==> config.mk <==
export PLATFORM = sky130hd
export DESIGN_NAME = fes_top
export DESIGN_NICKNAME = d
export VERILOG_FILES = /design/src/fes_pkg.sv /design/src/fes_sync.sv /design/src/fes_top.sv
export SDC_FILE = /design/constraint.sdc
export NUM_CORES = 1
export LEC_CHECK = 0
export BUFFER_PORTS_ARGS = -buffer_cell sky130_fd_sc_hd__buf_4
export CAP_MARGIN = 15
export CORE_ASPECT_RATIO = 1.2
export CORE_UTILIZATION = 30
export CTS_CLUSTER_DIAMETER = 200
export DETAILED_ROUTE_END_ITERATION = 8
export GPL_TIMING_DRIVEN = 0
export PLACE_DENSITY_LB_ADDON = 0.2
export SLEW_MARGIN = 10
export SYNTH_ARGS = -nofsm -noshare
export SYNTH_HDL_FRONTEND = slang
export SYNTH_SLANG_ARGS = --single-unit
export TNS_END_PERCENT = 50
==> constraint.sdc <==
create_clock -name aclk -period 4.46 [get_ports aclk]
set_input_delay 0.892 -clock aclk [delete_from_list [all_inputs] [get_ports aclk]]
set_output_delay 0.892 -clock aclk [all_outputs]
set_load 0.02 [all_outputs]
==> src/fes_pkg.sv <==
// Shared constants for the flash erase and status sequencer host.
// Assumes a 25 MHz aclk; bus timings are derived from it here.
package fes_pkg;
    localparam int CLK_MHZ = 25;
    localparam int T_WRITE_NS = 100;
    localparam int T_RECOVER_NS = 40;
    localparam int T_READ_NS = 120;
    localparam int WR_CYC = (T_WRITE_NS * CLK_MHZ + 999) / 1000;
    localparam int REC_CYC = (T_RECOVER_NS * CLK_MHZ + 999) / 1000;
    localparam int RD_CYC = (T_READ_NS * CLK_MHZ + 999) / 1000;
    localparam int SYNC_CYC = 2;
    localparam logic [7:0] CMD_READ_STATUS = 8'h70;
    localparam logic [7:0] CMD_BLOCK_SETUP = 8'h20;
    localparam logic [7:0] CMD_CHIP_SETUP = 8'h30;
    localparam logic [7:0] CMD_CONFIRM = 8'hD0;
    localparam logic [7:0] CMD_READ_ARRAY = 8'hFF;

    localparam int SR_READY = 7;
    localparam int SR_ERASE_ERR = 5;
    localparam int SR_WRITE_ERR = 4;
    localparam int SR_VPP_ERR = 3;
    localparam int SR_PROTECT = 1;
    localparam logic [7:0] SR_MASK = 8'hFE;
    localparam logic [7:0] XSR_MASK = 8'h80;

    localparam logic [3:0] REG_CTRL = 4'h0;
    localparam logic [3:0] REG_ADDR = 4'h4;
    localparam logic [3:0] REG_STAT = 4'h8;
    localparam int CTRL_OP_LSB = 0;
    localparam int CTRL_PROT = 3;
    localparam int CTRL_DEFER = 4;
    localparam int STAT_BUSY = 0;
    localparam int STAT_ERR = 1;
    localparam int STAT_REFUSED = 2;
    localparam int STAT_RES_LSB = 4;
    localparam int STAT_SR_LSB = 8;
    localparam int STAT_XSR_LSB = 16;
    localparam logic [1:0] RESP_OKAY = 2'h0;
    localparam logic [1:0] RESP_SLVERR = 2'h2;

    typedef enum logic [2:0] {
        FES_OP_NONE = 3'h0,
        FES_OP_BLOCK = 3'h1,
        FES_OP_CHIP = 3'h2,
        FES_OP_CLEAR = 3'h3,
        FES_OP_XSTAT = 3'h4,
        FES_OP_ARRAY = 3'h5
    } fes_op_t;

    typedef enum logic [2:0] {
        FES_RES_OK = 3'h0,
        FES_RES_VPP = 3'h1,
        FES_RES_PROTECT = 3'h2,
        FES_RES_SEQUENCE = 3'h3,
        FES_RES_ERASE = 3'h4
    } fes_res_t;

    typedef enum logic [2:0] {
        FES_ST_IDLE = 3'b000,
        FES_ST_WR = 3'b001,
        FES_ST_REC = 3'b011,
        FES_ST_RD = 3'b010,
        FES_ST_NEXT = 3'b110
    } fes_state_t;

    typedef enum logic [3:0] {
        FES_PH_SR_CMD = 4'h0,
        FES_PH_POLL_PRE = 4'h1,
        FES_PH_SETUP = 4'h2,
        FES_PH_CONFIRM = 4'h3,
        FES_PH_POLL = 4'h4,
        FES_PH_ARRAY = 4'h5,
        FES_PH_CLEAR = 4'h6,
        FES_PH_X_CMD = 4'h7,
        FES_PH_X_RD = 4'h8
    } fes_phase_t;
endpackage

==> src/fes_sync.sv <==
// Two-flop synchroniser for a bus of pin inputs.
// Assumes the inputs are quasi-static while they are sampled.
`timescale 1ns/1ps
module fes_sync #(
    parameter int W = 8
) (
    input wire logic aclk,
    input wire logic aresetn,
    input wire logic [W-1:0] d,
    output logic [W-1:0] q
);
    logic [W-1:0] meta_q;

    always_ff @(posedge aclk) begin
        if (!aresetn) begin
            meta_q <= '0;
            q <= '0;
        end else begin
            meta_q <= d;
            q <= meta_q;
        end
    end
endmodule

==> src/fes_top.sv <==
// Host-side sequencer that erases a parallel flash and checks its status.
// Assumes software on AXI4-Lite and a flash whose pins are wired directly.
//
// Chosen here: the register addresses and the AXI4-Lite slave port.
`timescale 1ns/1ps
module fes_top import fes_pkg::*; #(
    parameter int ADDR_W = 21,
    parameter logic [7:0] CMD_CLEAR_STATUS = 8'h00,
    parameter logic [7:0] CMD_READ_XSTATUS = 8'h00
) (
    input wire logic aclk,
    input wire logic aresetn,
    input wire logic [3:0] s_axi_awaddr,
    input wire logic s_axi_awvalid,
    output logic s_axi_awready,
    input wire logic [31:0] s_axi_wdata,
    input wire logic [3:0] s_axi_wstrb,
    input wire logic s_axi_wvalid,
    output logic s_axi_wready,
    output logic [1:0] s_axi_bresp,
    output logic s_axi_bvalid,
    input wire logic s_axi_bready,
    input wire logic [3:0] s_axi_araddr,
    input wire logic s_axi_arvalid,
    output logic s_axi_arready,
    output logic [31:0] s_axi_rdata,
    output logic [1:0] s_axi_rresp,
    output logic s_axi_rvalid,
    input wire logic s_axi_rready,
    output logic [ADDR_W-1:0] fl_addr,
    output logic [7:0] fl_dq_o,
    output logic fl_dq_oe,
    input wire logic [7:0] fl_dq_i,
    output logic fl_ce_n,
    output logic fl_we_n,
    output logic fl_oe_n,
    output logic fl_rp_n
);
    localparam int CNT_W = 4;

    logic [7:0] dq_sync;
    logic aw_rdy_q, aw_rdy_d, b_vld_q, b_vld_d;
    logic [1:0] b_resp_q, b_resp_d, r_resp_q, r_resp_d;
    logic ar_rdy_q, ar_rdy_d, r_vld_q, r_vld_d;
    logic [31:0] r_data_q, r_data_d;
    logic [4:0] ctrl_q, ctrl_d;
    logic [ADDR_W-1:0] addr_q, addr_d;
    logic err_q, err_d, refused_q, refused_d;
    fes_res_t res_q, res_d;
    logic [7:0] sr_q, sr_d, xsr_q, xsr_d;
    fes_state_t st_q, st_d;
    fes_phase_t ph_q, ph_d;
    fes_op_t op_q, op_d;
    logic [CNT_W-1:0] cnt_q, cnt_d;
    logic [ADDR_W-1:0] fa_q, fa_d;
    logic [7:0] fdo_q, fdo_d;
    logic foe_q, foe_d, ce_n_q, ce_n_d, we_n_q, we_n_d, oe_n_q, oe_n_d, rp_n_q, rp_n_d;
    logic wr_go, launch;
    fes_op_t new_op;

    fes_sync #(.W(8)) u_dq_sync (
        .aclk(aclk),
        .aresetn(aresetn),
        .d(fl_dq_i),
        .q(dq_sync)
    );

    // Write and address are taken together, so a lone channel simply waits.
    assign wr_go = s_axi_awvalid && s_axi_wvalid && !aw_rdy_q && !b_vld_q;
    assign new_op = fes_op_t'(s_axi_wdata[CTRL_OP_LSB +: 3]);
    assign launch = aw_rdy_q && s_axi_awaddr == REG_CTRL && s_axi_wstrb[0]
        && st_q == FES_ST_IDLE;

    always_comb begin
        aw_rdy_d = wr_go;
        b_vld_d = b_vld_q;
        b_resp_d = b_resp_q;
        ctrl_d = ctrl_q;
        addr_d = addr_q;
        if (aw_rdy_q) begin
            b_vld_d = 1'b1;
            b_resp_d = RESP_OKAY;
            unique case (s_axi_awaddr)
                REG_CTRL: begin
                    if (s_axi_wstrb[0]) begin
                        ctrl_d = s_axi_wdata[4:0];
                    end
                end
                REG_ADDR: begin
                    for (int i = 0; i < ADDR_W; i++) begin
                        if (s_axi_wstrb[i / 8]) begin
                            addr_d[i] = s_axi_wdata[i];
                        end
                    end
                end
                REG_STAT: b_resp_d = RESP_OKAY;
                default: b_resp_d = RESP_SLVERR;
            endcase
        end else if (b_vld_q && s_axi_bready) begin
            b_vld_d = 1'b0;
        end
    end

    always_ff @(posedge aclk) begin
        if (!aresetn) begin
            aw_rdy_q <= 1'b0;
            b_vld_q <= 1'b0;
            b_resp_q <= RESP_OKAY;
            ctrl_q <= '0;
            addr_q <= '0;
        end else begin
            aw_rdy_q <= aw_rdy_d;
            b_vld_q <= b_vld_d;
            b_resp_q <= b_resp_d;
            ctrl_q <= ctrl_d;
            addr_q <= addr_d;
        end
    end

    always_comb begin
        ar_rdy_d = s_axi_arvalid && !ar_rdy_q && !r_vld_q;
        r_vld_d = r_vld_q;
        r_data_d = r_data_q;
        r_resp_d = r_resp_q;
        if (ar_rdy_q) begin
            r_vld_d = 1'b1;
            r_data_d = '0;
            r_resp_d = RESP_OKAY;
            unique case (s_axi_araddr)
                REG_CTRL: r_data_d[4:0] = ctrl_q;
                REG_ADDR: r_data_d[ADDR_W-1:0] = addr_q;
                REG_STAT: begin
                    r_data_d[STAT_BUSY] = st_q != FES_ST_IDLE;
                    r_data_d[STAT_ERR] = err_q;
                    r_data_d[STAT_REFUSED] = refused_q;
                    r_data_d[STAT_RES_LSB +: 3] = res_q;
                    r_data_d[STAT_SR_LSB +: 8] = sr_q;
                    r_data_d[STAT_XSR_LSB +: 8] = xsr_q;
                end
                default: r_resp_d = RESP_SLVERR;
            endcase
        end else if (r_vld_q && s_axi_rready) begin
            r_vld_d = 1'b0;
        end
    end

    always_ff @(posedge aclk) begin
        if (!aresetn) begin
            ar_rdy_q <= 1'b0;
            r_vld_q <= 1'b0;
            r_data_q <= '0;
            r_resp_q <= RESP_OKAY;
        end else begin
            ar_rdy_q <= ar_rdy_d;
            r_vld_q <= r_vld_d;
            r_data_q <= r_data_d;
            r_resp_q <= r_resp_d;
        end
    end

    // Flash sequencer: every bus write and read runs through WR/REC or RD,
    // and NEXT picks the following step from the phase.
    always_comb begin
        st_d = st_q;
        ph_d = ph_q;
        op_d = op_q;
        cnt_d = cnt_q;
        fa_d = fa_q;
        fdo_d = fdo_q;
        foe_d = foe_q;
        ce_n_d = ce_n_q;
        we_n_d = we_n_q;
        oe_n_d = oe_n_q;
        rp_n_d = 1'b1;
        err_d = err_q;
        refused_d = refused_q;
        res_d = res_q;
        sr_d = sr_q;
        xsr_d = xsr_q;
        unique case (st_q)
            FES_ST_IDLE: begin
                if (launch) begin
                    refused_d = 1'b0;
                    op_d = new_op;
                    st_d = FES_ST_NEXT;
                    unique case (new_op)
                        FES_OP_BLOCK, FES_OP_CHIP: begin
                            if (err_q) begin
                                refused_d = 1'b1;
                                st_d = FES_ST_IDLE;
                            end
                            ph_d = FES_PH_SR_CMD;
                            fdo_d = CMD_READ_STATUS;
                            fa_d = addr_q;
                        end
                        FES_OP_CLEAR: begin
                            ph_d = FES_PH_CLEAR;
                            fdo_d = CMD_CLEAR_STATUS;
                        end
                        FES_OP_XSTAT: begin
                            ph_d = FES_PH_X_CMD;
                            fdo_d = CMD_READ_XSTATUS;
                        end
                        FES_OP_ARRAY: begin
                            ph_d = FES_PH_ARRAY;
                            fdo_d = CMD_READ_ARRAY;
                        end
                        default: st_d = FES_ST_IDLE;
                    endcase
                    if (st_d == FES_ST_NEXT) begin
                        st_d = FES_ST_WR;
                        cnt_d = '0;
                        foe_d = 1'b1;
                        ce_n_d = 1'b0;
                        we_n_d = 1'b0;
                    end
                end
            end
            FES_ST_WR: begin
                cnt_d = cnt_q + 1'b1;
                if (cnt_q == CNT_W'(WR_CYC - 1)) begin
                    we_n_d = 1'b1;
                    ce_n_d = 1'b1;
                    cnt_d = '0;
                    st_d = FES_ST_REC;
                end
            end
            FES_ST_REC: begin
                cnt_d = cnt_q + 1'b1;
                if (cnt_q == CNT_W'(REC_CYC - 1)) begin
                    foe_d = 1'b0;
                    st_d = FES_ST_NEXT;
                end
            end
            FES_ST_RD: begin
                cnt_d = cnt_q + 1'b1;
                if (cnt_q == CNT_W'(RD_CYC + SYNC_CYC - 1)) begin
                    ce_n_d = 1'b1;
                    oe_n_d = 1'b1;
                    st_d = FES_ST_NEXT;
                    if (ph_q == FES_PH_X_RD) begin
                        xsr_d = dq_sync & XSR_MASK;
                    end else if (dq_sync[SR_READY]) begin
                        // Lower bits are stored only once ready shows.
                        sr_d = dq_sync & SR_MASK;
                    end
                end
            end
            FES_ST_NEXT: begin
                cnt_d = '0;
                st_d = FES_ST_RD;
                ce_n_d = 1'b0;
                oe_n_d = 1'b0;
                unique case (ph_q)
                    FES_PH_SR_CMD: ph_d = FES_PH_POLL_PRE;
                    FES_PH_POLL_PRE: begin
                        if (sr_q[SR_READY]) begin
                            ph_d = FES_PH_SETUP;
                            st_d = FES_ST_WR;
                            oe_n_d = 1'b1;
                            we_n_d = 1'b0;
                            foe_d = 1'b1;
                            fdo_d = op_q == FES_OP_CHIP ? CMD_CHIP_SETUP
                                : CMD_BLOCK_SETUP;
                        end
                    end
                    FES_PH_SETUP: begin
                        ph_d = FES_PH_CONFIRM;
                        st_d = FES_ST_WR;
                        oe_n_d = 1'b1;
                        we_n_d = 1'b0;
                        foe_d = 1'b1;
                        fdo_d = CMD_CONFIRM;
                        sr_d[SR_READY] = 1'b0;
                    end
                    FES_PH_CONFIRM: ph_d = FES_PH_POLL;
                    FES_PH_POLL: begin
                        if (sr_q[SR_READY]) begin
                            // Each bit is read once the engine has finished,
                            // since the device updates it only then.
                            if (!ctrl_q[CTRL_DEFER]) begin
                                if (sr_q[SR_VPP_ERR]) begin
                                    res_d = FES_RES_VPP;
                                end else if (ctrl_q[CTRL_PROT] && sr_q[SR_PROTECT]) begin
                                    // Abort only; lock values need identifier mode.
                                    res_d = FES_RES_PROTECT;
                                end else if (sr_q[SR_ERASE_ERR] && sr_q[SR_WRITE_ERR]) begin
                                    res_d = FES_RES_SEQUENCE;
                                end else if (sr_q[SR_ERASE_ERR]) begin
                                    res_d = FES_RES_ERASE;
                                end else begin
                                    res_d = FES_RES_OK;
                                end
                                err_d = res_d != FES_RES_OK;
                            end
                            ph_d = FES_PH_ARRAY;
                            st_d = FES_ST_WR;
                            oe_n_d = 1'b1;
                            we_n_d = 1'b0;
                            foe_d = 1'b1;
                            fdo_d = CMD_READ_ARRAY;
                        end
                    end
                    FES_PH_X_CMD: ph_d = FES_PH_X_RD;
                    FES_PH_CLEAR: begin
                        err_d = 1'b0;
                        res_d = FES_RES_OK;
                        sr_d = sr_q & ~8'h3A;
                        st_d = FES_ST_IDLE;
                        ce_n_d = 1'b1;
                        oe_n_d = 1'b1;
                    end
                    default: begin
                        st_d = FES_ST_IDLE;
                        ce_n_d = 1'b1;
                        oe_n_d = 1'b1;
                    end
                endcase
            end
            default: st_d = FES_ST_IDLE;
        endcase
    end

    always_ff @(posedge aclk) begin
        if (!aresetn) begin
            st_q <= FES_ST_IDLE;
            ph_q <= FES_PH_SR_CMD;
            op_q <= FES_OP_NONE;
            cnt_q <= '0;
            fa_q <= '0;
            fdo_q <= '0;
            foe_q <= 1'b0;
            ce_n_q <= 1'b1;
            we_n_q <= 1'b1;
            oe_n_q <= 1'b1;
            rp_n_q <= 1'b0;
            err_q <= 1'b0;
            refused_q <= 1'b0;
            res_q <= FES_RES_OK;
            sr_q <= '0;
            xsr_q <= '0;
        end else begin
            st_q <= st_d;
            ph_q <= ph_d;
            op_q <= op_d;
            cnt_q <= cnt_d;
            fa_q <= fa_d;
            fdo_q <= fdo_d;
            foe_q <= foe_d;
            ce_n_q <= ce_n_d;
            we_n_q <= we_n_d;
            oe_n_q <= oe_n_d;
            rp_n_q <= rp_n_d;
            err_q <= err_d;
            refused_q <= refused_d;
            res_q <= res_d;
            sr_q <= sr_d;
            xsr_q <= xsr_d;
        end
    end

    assign s_axi_awready = aw_rdy_q;
    assign s_axi_wready = aw_rdy_q;
    assign s_axi_bvalid = b_vld_q;
    assign s_axi_bresp = b_resp_q;
    assign s_axi_arready = ar_rdy_q;
    assign s_axi_rvalid = r_vld_q;
    assign s_axi_rdata = r_data_q;
    assign s_axi_rresp = r_resp_q;
    assign fl_addr = fa_q;
    assign fl_dq_o = fdo_q;
    assign fl_dq_oe = foe_q;
    assign fl_ce_n = ce_n_q;
    assign fl_we_n = we_n_q;
    assign fl_oe_n = oe_n_q;
    assign fl_rp_n = rp_n_q;
endmodule

==> flow_summary.ini <==
[status]
status = finished clean

[setup_path]
cpPeakStageDelay_ns = 0.65
crit_path_end_kind = flop
timing.rr.start = st_q[0]
crit_arrival_ns = 2.76
required_ns = 4.73
r2r_setup_slack_ns = 2.19
slowest_stage = clkbuf_1
path_max_fanout = 10
critPathLaunch = aresetn
cp_cell_sequence = buf_4 > clkbuf_1 > inv_1 > clkbuf_1 > clkbuf_1 > a21oi_1
worstSetupPathType = input pin to flop
crit_buf_inv = 5
critPathMostFrequentCell = clkbuf_1
start_kind = input pin
crit_family = buffers and inverters

[clocking]
cts_root_buffer = clkbuf_16
cts_hold_buffers = 0
postCtsSetupRepairBufs = 0
clkTransAtPathRegs_ns = 0.06
clock_latency_ns = 0.42
cts_buffer_depth = 2
cts_sinks = 126
cts_tree = done
cts_buffers = 17
cts_resized = 0
htree_levels = 4

[sta]
tns_ns = 0
finalCritPeriodShare_pct = 55.9
hold_violations = 0
setup_violations = 0
holdWs_ns = 0.439
fin_skew_ns = 0.00657
slew_headroom_pct = 38.3
rsz0062_at_grt = no
finalCriticalPeriod_ns = 2.49
tightest_slew_ns = 0.917
clock.fmax_ghz = 0.401
slew_viol_final = 0

[logic_synthesis]
synthTopCellsByArea = dfxtp_1 47%, a21oi_1 6.9%, nand2_1 6.0%
synth_area_um2 = 5330
yosysSeqAreaShare_pct = 47.3
syn_avg_cell_area_um2 = 8.47
netlist.top_cell.by_area = dfxtp_1
synth_edf_count = 0
synth_top_cell_area_share_pct = 47.3
async_reset_ff_share_pct = 0
yosys_warnings = 0
synth_seq_cells = 126
yosys.cell_types.count = 58
synth_ff_type = dfxtp_1
syn_inst = 630

[placed_design]
io_buffer_count = 104
dp_cells = 965
dpl_cell_area_um2 = 6430
dp_hpwl_mm = 12.4
gp_congestion = 0.844

[final_layout]
diodes = 0
multi_input_area_um2 = 2500
final_cell_area_um2 = 7040
final_layout_size_suffix_gt1_share_pct = 21.8
mostFrequentLayoutCell = dfxtp_1
seq_area_um2 = 2520
fin_cells = 997
final_nets = 826
final_cell_mix = 126 x dfxtp_1, 120 x buf_4, 85 x nand2_1
fillers = 1756
syn2layout_area_growth_pct = 32.0

[grt]
track_usage_pct = 18.3
antenna_found_initial = 0
grt_max_degree = 17
grt_pass1_wl_mm = 25.1
overflow = 0
first_global_vias = 4803

[power]
power.internal_mw = 2.14
p_sw_uw = 615
power_frac_comb_pct = 6.3
sequentialPowerShare_pct = 42.0
cellLeakagePower_nw = 2.71
ir_worst_vdd_uv = 270
clockPowerShare_pct = 51.7
design_power_total_mw = 2.75
powerDensity_nw_per_um2 = 391
switching_share_pct = 22.4

[detailed_routing]
viasPerCell = 4.96
drt_iter0_drc = 362
antenna_left = 0
drt-total-wl_mm = 16.3
drc = 0
drt_first_pass_iters = 4
wl_per_cell_um = 16.4
vias = 4941

[worst_hold_path]
hold_start = u_dq_sync.q[5]
hp-class = flop to flop

[die]
pin_count = 134
die_x_um = 124
fp.dieH_um = 148
die-area_um2 = 18300
start_util_pct = 30.6
core_um2 = 17400
row_count = 53

[run]
max_cap_violations = 0
==> logic make-up after synthesis <==
group / share of synthesized area [%]
flip-flops: 47.3
adder cells (fa/ha/maj): 0.704
other: 0.0703
buffers and inverters: 6.54
AO/OA/AOI/OAI: 18.2
multiplexers: 3.05
XOR/XNOR: 0.821
AND/OR/NAND/NOR: 23.3
==> worst paths after layout <==
kind / endpoint / cells past startpoint
max: fl_dq_o[4] / 6
min reg2reg: sr_q[5] / 1
max reg2reg: ph_q[0] / 6
min: sr_q[5] / 1
==> synthesized netlist by cell type, types with 4 or more instances <==
library cell and count:
o31ai_1 6, buf_2 8, nor4b_1 5, a22o_1 4
a211oi_1 17, nor2_1 48, nand2b_1 14, nor4_1 7
nor2b_1 6, mux2i_1 14, buf_4 16, a311oi_1 6
clkbuf_1 34, dfxtp_1 126, and2_1 19, o21ai_0 11
inv_1 13, nand2_1 85, a21oi_1 74, xnor2_1 4
a22oi_1 14, nor3_1 6, nand3b_1 4, nand3_1 39
==> flip-flops by register name, indices dropped and copies added, names as in the netlist, 3 cells and up <==
name and count:
ph_q 4, sr_q 7, addr_q 21, s_axi_rdata 22, st_q 3, u_dq_sync.q 7
res_q 3, fl_addr 21, ctrl_q 5, fl_dq_o 5, u_dq_sync.meta_q 7, cnt_q 4
op_q 3
==> layer usage <==
| layer | track usage (%) | vias up | wire length, µm |
|---|---|---|---|
| li1 | - | 2461 | - |
| met1 | 21.6 | 2315 | 6970 |
| met2 | 31.3 | 138 | 8120 |
| met3 | 4.60 | 27 | 878 |
| met4 | 7.29 | 0 | 332 |
| met5 | 0 | - | 0 |
==> power groups by stage <==
| stage | combinational [mW] | clock, mW | sequential (mW) |
|---|---|---|---|
| 2_1_floorplan | 0.0807 | 0 | 1.19 |
| 3_3_place_gp | 0.173 | 0 | 1.18 |
| 3_5_place_dp | 0.175 | 0 | 1.18 |
| 4_1_cts | 0.175 | 1.45 | 1.16 |
| 5_1_grt | 0.189 | 1.49 | 1.16 |
| 6_report | 0.174 | 1.42 | 1.16 |
==> stage by stage <==
step                utilization (%)  worst slack (ns)
floorplan                         -              2.07
global placement               36.9              1.62
detailed placement             36.9              1.55
CTS                            40.4              1.98
global route                   40.4              1.87
finish                         40.4              1.97
==> area by class of cell <==
class | count | share of cell area, %
well taps | 220 | 3.91
inverters | 13 | 0.693
clock buffers | 22 | 6.73
repair buffers | 104 | 11.1
multi-input cells | 441 | 35.6
plain buffers | 61 | 4.26
clock inverters | 10 | 1.94
flip-flops and latches | 126 | 35.8
No activity file was read; power rests on OpenSTA's default activity.
